**config.mk**
```make
export PLATFORM = sky130hd
export DESIGN_NAME = mss_top
export DESIGN_NICKNAME = d
export VERILOG_FILES = /design/src/verilog/mss_preset_store.v /design/src/verilog/mss_sync.v /design/src/verilog/mss_top.v
export VERILOG_INCLUDE_DIRS = /design/src /design/src/shared
export SDC_FILE = /design/constraint.sdc
export NUM_CORES = 1
export LEC_CHECK = 0
export BUFFER_PORTS_ARGS = -buffer_cell sky130_fd_sc_hd__buf_2
export CELL_PAD_IN_SITES_DETAIL_PLACEMENT = 1
export CELL_PAD_IN_SITES_GLOBAL_PLACEMENT = 1
export CORE_MARGIN = 2
export CORE_UTILIZATION = 46
export CTS_BUF_LIST = sky130_fd_sc_hd__clkbuf_8
export DETAILED_ROUTE_END_ITERATION = 16
export GPL_TIMING_DRIVEN = 0
export PLACE_DENSITY = 0.8
export SYNTH_ARGS = -nofsm -noshare
export SYNTH_HDL_FRONTEND = slang
export SYNTH_SLANG_ARGS = --single-unit
```
**constraint.sdc**
```tcl
create_clock -name mclk -period 15.6 [get_ports mclk]
set_input_delay 2.34 -clock mclk [delete_from_list [all_inputs] [get_ports mclk]]
set_output_delay 2.34 -clock mclk [all_outputs]
set_load 0.005 [all_outputs]
```
**src/shared/mss_map.vh**
```
`ifndef MSS_MAP_VH
`define MSS_MAP_VH

// ----------------------------------------
// widths and counts
// ----------------------------------------
`define MSS_AW          6
`define MSS_DW          16
`define MSS_NPRESET     16
`define MSS_NTERM       8
`define MSS_FW          8

// ----------------------------------------
// register addresses (word index)
// ----------------------------------------
`define MSS_A_PRESET0   6'h00
`define MSS_A_PRESET15  6'h0f
`define MSS_A_SOURCE    6'h10
`define MSS_A_METHOD    6'h11
`define MSS_A_MAXFREQ   6'h12
`define MSS_A_OUTSET    6'h13
`define MSS_A_EDITVAL   6'h14
`define MSS_A_EDITIDX   6'h15
`define MSS_A_STORE     6'h16
`define MSS_A_STATUS    6'h17
`define MSS_A_TARGET    6'h18
`define MSS_A_TFUNC1    6'h20
`define MSS_A_TFUNC8    6'h27

// ----------------------------------------
// field positions
// ----------------------------------------
`define MSS_ST_OVR      0
`define MSS_ST_ASSIGN   1
`define MSS_ST_PEND     2
`define MSS_ST_IDX_LO   4
`define MSS_STORE_GO    0

// ----------------------------------------
// codes
// ----------------------------------------
`define MSS_SRC_TERM    2'h1
`define MSS_METH_BIN    2'h0
`define MSS_FN_SEL0     8'h02
`define MSS_FN_SEL1     8'h03
`define MSS_FN_SEL2     8'h04
`define MSS_FN_SEL3     8'h05

// ----------------------------------------
// reset values
// ----------------------------------------
`define MSS_RST_SOURCE  2'h1
`define MSS_RST_METHOD  2'h0
`define MSS_RST_MAXFREQ 16'h1388
`define MSS_RST_OUTSET  16'h0000
`define MSS_RST_PRESET  16'h0000
`define MSS_RST_TFUNC   64'h0000_0000_0000_0000
`define MSS_RST_DATA    16'h0000

`endif

```
**src/verilog/mss_preset_store.v**
```verilog
`timescale 1ns/1ps
`default_nettype none
`include "mss_map.vh"

// sixteen preset frequencies in flip-flops
module mss_preset_store
(
    // clock and reset
    input  wire                 mclk,
    input  wire                 rst,
    // commit port
    input  wire                 we,
    input  wire [3:0]           widx,
    input  wire [`MSS_DW-1:0]   wdata,
    // read ports
    input  wire [3:0]           ridx_a,
    output wire [`MSS_DW-1:0]   rdata_a,
    input  wire [3:0]           ridx_b,
    output wire [`MSS_DW-1:0]   rdata_b
);

    reg [`MSS_DW-1:0] mem_reg [0:`MSS_NPRESET-1];
    integer i;

    // commit only on a store pulse
    always @(posedge mclk or posedge rst)
    begin
        if (rst)
        begin
            for (i = 0; i < `MSS_NPRESET; i = i + 1)
                mem_reg[i] <= `MSS_RST_PRESET;
        end
        else if (we)
            mem_reg[widx] <= wdata;
    end

    // bus view and speed lookup
    assign rdata_a = mem_reg[ridx_a];
    assign rdata_b = mem_reg[ridx_b];

endmodule // mss_preset_store

`default_nettype wire

```
**src/verilog/mss_sync.v**
```verilog
`timescale 1ns/1ps
`default_nettype none
`include "mss_map.vh"

// two-stage synchroniser for the terminal inputs
module mss_sync
(
    // clock and reset
    input  wire                 mclk,
    input  wire                 rst,
    // terminals
    input  wire [`MSS_NTERM-1:0] d_in,
    output reg  [`MSS_NTERM-1:0] d_out
);

    reg [`MSS_NTERM-1:0] meta_reg;

    // first stage feeds only the second
    always @(posedge mclk or posedge rst)
    begin
        if (rst)
        begin
            meta_reg <= {`MSS_NTERM{1'b0}};
            d_out    <= {`MSS_NTERM{1'b0}};
        end
        else
        begin
            meta_reg <= d_in;
            d_out    <= meta_reg;
        end
    end

endmodule // mss_sync

`default_nettype wire

```
**src/verilog/mss_top.v**
```verilog
`timescale 1ns/1ps
`default_nettype none
`include "mss_map.vh"

module mss_top
(
    // clock and reset
    input  wire                  mclk,
    input  wire                  rst,
    // register port
    input  wire [`MSS_AW-1:0]    reg_addr,
    input  wire [`MSS_DW-1:0]    reg_wdata,
    input  wire                  reg_wr,
    input  wire                  reg_rd,
    output reg  [`MSS_DW-1:0]    reg_rdata,
    // intelligent input terminals, active high
    input  wire [`MSS_NTERM-1:0] term_in,
    // analog reference from the control terminals
    input  wire [`MSS_DW-1:0]    term_ref,
    // frequency target and state
    output reg  [`MSS_DW-1:0]    freq_target,
    output reg                   override_active,
    output reg  [3:0]            sel_index
);

    // ----------------------------------------
    // functions
    // ----------------------------------------

    // any active terminal carrying function code
    function sel_bit;
        input [`MSS_NTERM*`MSS_FW-1:0] funcs;
        input [`MSS_FW-1:0]            code;
        input [`MSS_NTERM-1:0]         act;
        integer k;
        begin
            sel_bit = 1'b0;
            for (k = 0; k < `MSS_NTERM; k = k + 1)
                if (act[k] && funcs[k*`MSS_FW +: `MSS_FW] == code)
                    sel_bit = 1'b1;
        end
    endfunction

    // limit a frequency to the programmed maximum
    function [`MSS_DW-1:0] clamp;
        input [`MSS_DW-1:0] f;
        input [`MSS_DW-1:0] fmax;
        begin
            clamp = (f > fmax) ? fmax : f;
        end
    endfunction

    // ----------------------------------------
    // storage and state
    // ----------------------------------------
    reg  [1:0]                    freq_source_setting_reg;
    reg  [1:0]                    speed_select_method_reg;
    reg  [`MSS_DW-1:0]            max_frequency_limit_reg;
    reg  [`MSS_DW-1:0]            output_freq_setting_reg;
    reg  [`MSS_DW-1:0]            edit_val_reg;
    reg  [3:0]                    edit_idx_reg;
    reg                           edit_pend_reg;
    reg  [`MSS_NTERM*`MSS_FW-1:0] term_func_reg;

    wire [`MSS_NTERM-1:0]         term_sync;
    wire [`MSS_DW-1:0]            preset_bus;
    wire [`MSS_DW-1:0]            preset_sel;

    reg                           store_fire;
    reg  [3:0]                    idx_next;
    reg                           assigned;
    reg                           override_next;
    reg  [`MSS_DW-1:0]            target_next;
    reg  [`MSS_DW-1:0]            rdata_next;

    // ----------------------------------------
    // terminal synchroniser
    // ----------------------------------------

    // terminals retimed before decoding
    mss_sync u_sync
    (
        .mclk  (mclk),
        .rst   (rst),
        .d_in  (term_in),
        .d_out (term_sync)
    );

    // ----------------------------------------
    // preset table
    // ----------------------------------------

    // bus reads by address, speed path by index
    mss_preset_store u_store
    (
        .mclk    (mclk),
        .rst     (rst),
        .we      (store_fire),
        .widx    (edit_idx_reg),
        .wdata   (edit_val_reg),
        .ridx_a  (reg_addr[3:0]),
        .rdata_a (preset_bus),
        .ridx_b  (idx_next),
        .rdata_b (preset_sel)
    );

    // ----------------------------------------
    // store handshake
    // ----------------------------------------

    // a store with nothing pending is ignored,
    // so a stale edit can never land twice
    // store command with a pending edit commits it
    always @*
    begin
        store_fire = reg_wr && reg_addr == `MSS_A_STORE
                     && reg_wdata[`MSS_STORE_GO]
                     && edit_pend_reg;
    end

    // ----------------------------------------
    // speed decode
    // ----------------------------------------

    // index from function codes, not positions
    // terminals sharing a code are ored together
    always @*
    begin
        idx_next[0] = sel_bit(term_func_reg, `MSS_FN_SEL0,
                              term_sync);
        idx_next[1] = sel_bit(term_func_reg, `MSS_FN_SEL1,
                              term_sync);
        idx_next[2] = sel_bit(term_func_reg, `MSS_FN_SEL2,
                              term_sync);
        idx_next[3] = sel_bit(term_func_reg, `MSS_FN_SEL3,
                              term_sync);
        // unassigned bits never match, so read as zero
        assigned = sel_bit(term_func_reg, `MSS_FN_SEL0, 8'hff)
                 | sel_bit(term_func_reg, `MSS_FN_SEL1, 8'hff)
                 | sel_bit(term_func_reg, `MSS_FN_SEL2, 8'hff)
                 | sel_bit(term_func_reg, `MSS_FN_SEL3, 8'hff);
    end

    // index zero never overrides: all selects off
    // hands the target back to the reference
    // override and target selection
    always @*
    begin
        override_next = (freq_source_setting_reg == `MSS_SRC_TERM)
                     && (speed_select_method_reg == `MSS_METH_BIN)
                     && assigned
                     && (idx_next != 4'h0);
        if (override_next)
            target_next = clamp(preset_sel,
                                max_frequency_limit_reg);
        else if (freq_source_setting_reg == `MSS_SRC_TERM)
            target_next = clamp(term_ref,
                                max_frequency_limit_reg);
        else
            target_next = clamp(output_freq_setting_reg,
                                max_frequency_limit_reg);
    end

    // registered together so no mixed index leaks out
    // index, override and target move in one edge
    always @(posedge mclk or posedge rst)
    begin
        if (rst)
        begin
            sel_index       <= 4'h0;
            override_active <= 1'b0;
            freq_target     <= `MSS_RST_DATA;
        end
        else
        begin
            sel_index       <= idx_next;
            override_active <= override_next;
            freq_target     <= target_next;
        end
    end

    // ----------------------------------------
    // register writes
    // ----------------------------------------

    // preset addresses are read only; presets
    // change only through the store path
    // settings, edit buffer and terminal functions
    always @(posedge mclk or posedge rst)
    begin
        if (rst)
        begin
            freq_source_setting_reg <= `MSS_RST_SOURCE;
            speed_select_method_reg <= `MSS_RST_METHOD;
            max_frequency_limit_reg <= `MSS_RST_MAXFREQ;
            output_freq_setting_reg <= `MSS_RST_OUTSET;
            edit_val_reg            <= `MSS_RST_DATA;
            edit_idx_reg            <= 4'h0;
            edit_pend_reg           <= 1'b0;
            term_func_reg           <= `MSS_RST_TFUNC;
        end
        else if (reg_wr)
        begin
            case (reg_addr)
                `MSS_A_SOURCE:
                    freq_source_setting_reg <= reg_wdata[1:0];
                `MSS_A_METHOD:
                    speed_select_method_reg <= reg_wdata[1:0];
                `MSS_A_MAXFREQ:
                    max_frequency_limit_reg <= reg_wdata;
                `MSS_A_OUTSET:
                    output_freq_setting_reg <= reg_wdata;
                `MSS_A_EDITVAL:
                begin
                    // a fresh edit replaces any unstored one
                    edit_val_reg  <= reg_wdata;
                    edit_pend_reg <= 1'b1;
                end
                `MSS_A_EDITIDX:
                begin
                    // moving on drops the unstored edit
                    edit_idx_reg  <= reg_wdata[3:0];
                    edit_pend_reg <= 1'b0;
                end
                `MSS_A_STORE:
                    if (store_fire)
                        edit_pend_reg <= 1'b0;
                default:
                    if (reg_addr[`MSS_AW-1:3] == 3'h4)
                        term_func_reg[reg_addr[2:0]*`MSS_FW
                                      +: `MSS_FW]
                            <= reg_wdata[`MSS_FW-1:0];
            endcase
        end
    end

    // ----------------------------------------
    // register reads
    // ----------------------------------------

    // read mux, unmapped reads as zero
    always @*
    begin
        rdata_next = `MSS_RST_DATA;
        case (reg_addr)
            `MSS_A_SOURCE:
                rdata_next[1:0] = freq_source_setting_reg;
            `MSS_A_METHOD:
                rdata_next[1:0] = speed_select_method_reg;
            `MSS_A_MAXFREQ:
                rdata_next = max_frequency_limit_reg;
            `MSS_A_OUTSET:
                rdata_next = output_freq_setting_reg;
            `MSS_A_EDITVAL:
                rdata_next = edit_val_reg;
            `MSS_A_EDITIDX:
                rdata_next[3:0] = edit_idx_reg;
            `MSS_A_STATUS:
            begin
                rdata_next[`MSS_ST_OVR]    = override_active;
                rdata_next[`MSS_ST_ASSIGN] = assigned;
                rdata_next[`MSS_ST_PEND]   = edit_pend_reg;
                rdata_next[`MSS_ST_IDX_LO +: 4] = sel_index;
            end
            `MSS_A_TARGET:
                rdata_next = freq_target;
            default:
                if (reg_addr[`MSS_AW-1:4] == 2'h0)
                    rdata_next = preset_bus;
                else if (reg_addr[`MSS_AW-1:3] == 3'h4)
                    rdata_next[`MSS_FW-1:0] =
                        term_func_reg[reg_addr[2:0]*`MSS_FW
                                      +: `MSS_FW];
                else
                    rdata_next = `MSS_RST_DATA;
        endcase
    end

    // zero outside the read cycle keeps the bus quiet
    // read data one cycle after the strobe, zero otherwise
    always @(posedge mclk or posedge rst)
    begin
        if (rst)
            reg_rdata <= `MSS_RST_DATA;
        else if (reg_rd)
            reg_rdata <= rdata_next;
        else
            reg_rdata <= `MSS_RST_DATA;
    end

endmodule // mss_top

`default_nettype wire
```
# == Yosys cells after proc, flatten, opt, wreduce, memory -nomap -nowiden ==
# Index checks and enable logic that the tools add are counted.
# word_totals
register_bits,430
# op_classes
addsub,1
magnitude_cmp,7
n_eq_ne,44
shifts,3
mux,89
bitwise,7
n_reduce_logical,56
# ops
operator,count
$bwmux 256,1
$mux 16,12
$bmux 16 s4,2
$eq 8x2->1 const B,16
$eq 8x3->1 const B,16
$mux 1,65
$bwmux 64,1
$demux 16 s4,1
$shift 8x34->64 const A,1
$shiftx 64x7->8,1
$shiftx 8x34->64,1
$eq 6x5->1 const B,9
$gt 16x16->1,3
$pmux 8 s5,1
$logic_and 1x1->1,39
$neg 6->34,1
$pmux 4 s6,1
$pmux 2 s8,1
$ge 5x5->1 const B,3
$not 4->5,3
$reduce_and 2->1,6
$mux 8,1
$pmux 1 s7,1
$reduce_or 7->1,1
other kinds (15),20

# == Depth between registers and ports, before layout ==
# depth
depth_word,17
depth_mapped,24

# == Hierarchy ==
# A second synthesis with hierarchy kept.
# hier_totals
hier_cells,1724
hier_area_um2,22759.3
# by_module_without_submodules
mod,n_inst,cells_per_inst,area_each_um2,seq_area_each_um2
mss_preset_store,1,849,13377.8,6406.1
mss_top,1,858,8977.4,3961.3
mss_sync,1,17,404.1,400.4

# == Least setup slack after synthesis ==
# No wires, ideal clock.
# synth_path
kind,input port to flip-flop
start,input reg_addr[0]
end,"register term_func_reg[0], in the netlist sel_bit.funcs[0]"
arrival_ps,5662
slack_ps,9813
stages,11
n_path_buf,5
cell_sequence,clkbuf_1 buf_2 buf_2 clkbuf_1 inv_1 ha_1 ha_1 or4b_2 or4_1 clkbuf_1 mux2_2
# synth_between
elab_chain_cells,4
# synth_lines
item,line,text
from (decl),mss_top.v:11,"input wire [`MSS_AW-1:0] reg_addr,"
branches (longest 4 deep; another with $neg 6->34),--,
to (signal assigned),mss_top.v:200,term_func_reg <= `MSS_RST_TFUNC;
to (decl),mss_top.v:63,reg [`MSS_NTERM*`MSS_FW-1:0] term_func_reg;
# Parallel ways; which one is timed is not known.
# A chain may end at the register's enable or synchronous reset.

# == Final worst setup path ==
# layout_path
start,"register term_func_reg[12], in the netlist sel_bit.funcs[12]"
end,register freq_target[4]
# layout_between
elab_chain_cells,16
# layout_lines
item,line,text
$eq 8x2->1 or $eq 8x3->1 (tied branches),mss_top.v:39,if (act[k] && funcs[k*`MSS_FW +: `MSS_FW] == code)
$logic_and 1x1->1,mss_top.v:39,
$mux 1 (7 in a row),mss_top.v:39,
$not 4->5 (not written as such),mss_preset_store.v:39,assign rdata_b = mem_reg[ridx_b];
$bmux 16 s4,mss_preset_store.v:39,
$mux 16 (not written as such) (2 in a row),mss_preset_store.v:39,
$gt 16x16->1,mss_top.v:49,clamp = (f > fmax) ? fmax : f;
$mux 16,mss_top.v:49,
$mux 16 (*),mss_top.v:153,if (override_next)
named net target_next[4],mss_top.v:73,reg [`MSS_DW-1:0] target_next;
to (signal assigned),mss_top.v:172,freq_target <= `MSS_RST_DATA;
to (signal assigned),mss_top.v:178,freq_target <= target_next;
to (decl),mss_top.v:21,"output reg [`MSS_DW-1:0] freq_target,"
# Mark *: on every way through the listed nets, which the timed path passes. The rest lies on a longest branch. The select of a mux whose other input is x is not followed.

==> results.toml <==
[status]
status = "finished, final reports clean"

[route]
postRouteAntennaNets = 0
dr_total_vias = 19300
drcViolationCount = 0
drt_wl_total_um = 91100
via_per_inst = 6.70
routedWlPerCell_um = 31.6
first_pass_iters = 7
initialDrtViolationCount = 2217

[power_and_ir_drop]
p_per_area_mw_per_mm2 = 114
p_leak_uw = 0.0118
irDropWorstVdd_mv = 0.0737

[clock_network]
post-cts-setup-buffer-count = 0
numClockSinks = 430
clk_latency_ns = 0.70
cts_hold_buf = 0
cts.htree.levels = 3
clk_pin_slew_ns = 0.06
cts_root_buffer = "clkbuf_8"
cts_resized = 0
cts_tree = "built"
clock_path_buffers = 3
numCtsBuffers = 76

[yosys]
syn_area_mm2 = 0.0235
synthArstFlopShare = 1.00
synth_xor_area_frac = 0.00149
yosysWarnings = 0
yosys.area.top_type = "dfrtp_1"
syn-num-nets = 2086
synth_edf_count = 0
synth-main-ff-cell = "dfrtp_1"
synth_simple_gate_area_share = 0.0987
synth_area_leaders = "dfrtp_1 45%, mux2_2 16%, mux4_2 9.2%"
synth_seq_cells = 430
synth_cells = 1982
synth_area_per_cell_um2 = 11.8
synth_top_family_by_area = "multiplexers"
seq_area_frac_synth = 0.459
synthAdderAreaFrac = 0.0288
synth.distinct_cells = 72
synth_top_area_frac = 0.452
synth_mux_area_frac = 0.280
synth_compound_area_frac = 0.101

[worst_setup_path]
r2r-start = "sel_bit.funcs[12]"
crit_start = "sel_bit.funcs[12]"
arrival_ns = 7.68
crit_path_max_fanout = 10
critPathLaunchType = "flip-flop"
reg2reg_slack_ns = 8.43
path_class = "flip-flop to flip-flop"
endpoint_kind = "flip-flop"
cp.required_ns = 16.11

[sta]
setup_violations = 0
holdWs_ns = 0.322
setup-tns-final_ns = 0
skew_ns = 0.0577
finalWorstSetupSlack_ns = 8.43
slew_violations = 0
final-hold-violation-count = 0
max_freq_ghz = 0.139
slew_headroom = 0.0324
rsz0062_at_grt = "no"
fin_crit_ns = 7.17
period_share = 0.460
tightest_slew_ns = 1.44

[min_path]
worstHoldStart = "u_sync.meta_reg[2]"
hp-class = "flip-flop to flip-flop"

[layout]
nets = 2250
finish.instance_area_mm2 = 0.0264
multiInputGateArea_mm2 = 0.0120
ff_latch_area_mm2 = 0.0108
largest_register_ffs = 256
syn2layout_area_growth_pct = 12.6
drive_above_1_share = 0.314
n_fill_cell = 5297
finalNonFillerCells = 2880

[floorplan]
dieHeight_um = 230
ios = 87
initial_core_util = 0.467
die-area_mm2 = 0.0528
die_w_um = 230
core_area_mm2 = 0.0503
rows = 82

[grt]
grtUsageMet2 = 0.553
global_route.usage.met1 = 0.421
grt.busiest_layer = "met2"
grt_use_total = 0.344
overflow = 0
grt_max_degree = 137
first_global_vias = 20300
grt.met3_usage = 0.0738
antenna_found_initial = 2
grt_pass1_wl_um = 133000

[placement]
hpwl_um = 64500
post-place-ws_ns = 8.06
numPortBuffers = 83
dp.cells = 2740
globalplace.congestion = 0.985
place_area_mm2 = 0.0248

[flow_run]
drv_cap = 0
cell type report:
class	instances	share of cell area
sequential	430	0.407
timing repair buffer	86	0.0188
buffer	139	0.0218
multi-input combinational	1369	0.452
tap	672	0.0318
clock inverter	39	0.00971
antenna	3	0.000284
inverter	44	0.00653
clock buffer	98	0.0510
logic make-up (layout without fill, tap and decap cells):
kind of cell    count (synthesis)  in the layout
flops                         430            430
other cells                     0              3
compound gates                329            329
fa+ha+maj                      54             54
simple gates                  487            487
mux                           495            495
xor+xnor                        4              4
buf+inv                       183            406
cells in the mapped netlist (all sizes together) (37+ instances only):
cell	n
a22oi	40
nand3	37
inv	43
clkbuf	98
mux2i	70
a21oi	70
nand2	255
mux4	96
dfrtp	424
a32oi	65
ha	54
buf	41
o21ai	52
mux2	329
nor2	55
layer usage:
| metal | routed length (um) | up-vias |
|---|---|---|
| li1 | - | 7803 |
| met5 | 0 | - |
| met3 | 7590 | 363 |
| met4 | 6360 | 0 |
| met2 | 42900 | 1122 |
| met1 | 34300 | 10000 |
placed cells by master, fill, tap and decap left out, types with 7 or more instances in the layout:
master      n
dfrtp_1   424
mux2_2    329
nand2_1   255
buf_2     111
clkbuf_8   98
clkbuf_1   97
mux4_2     96
a21oi_1    70
mux2i_1    70
a32oi_1    65
inv_1      64
nor2_1     55
ha_1       54
o21ai_0    52
a22oi_1    40
nand3_1    36
nor3_1     28
a21boi_0   13
nor2b_1    12
nand4_1    11
nor4_1     10
o211ai_1   10
nor3b_1     9
buf_1       9
and2_1      9
nand2b_1    8
and3_1      8
nor3_2      8
a31oi_1     8
clkinv_2    8
or4_1       7
o221ai_2    7
worst paths after layout:
check | to | cells after the start
max | freq_target[4] | 22
min in group asynchronous | output_freq_setting_reg[13] | 2
max in group asynchronous | u_sync.meta_reg[2] | 4
min | u_sync.d_out[2] | 0
max reg2reg | freq_target[4] | 22
min reg2reg | u_sync.d_out[2] | 0
critical path, cell delays in order (launching register included):
cell	delay (ns)
dfrtp_1	0.42
nor4_1	0.80
nand3_1	0.22
o2111a_1	0.19
and2_1	0.17
buf_2	0.18
inv_2	0.06
buf_2	0.18
buf_4	0.30
buf_2	0.39
nand2_1	0.09
a32oi_1	0.51
a21boi_0	0.25
nor2_1	0.27
ha_1	0.18
nand2_1	0.07
nor2_1	0.25
a2111oi_0	0.17
a31o_2	0.30
nand3_1	0.44
clkbuf_1	0.87
a21oi_1	0.11
nor3_1	0.54
where the power goes:
group          internal, uW  switching [uW]
logic                   210             420
registers              1170            84.1
clock network           614             505
stage by stage:
step,utilization,power (uW)
global placement,0.492,1850
CTS,0.525,2990
global route,0.526,3090
detailed placement,0.494,1870
finish,0.526,3000
floorplan,-,1600
Power figures use the tool's default switching activity.
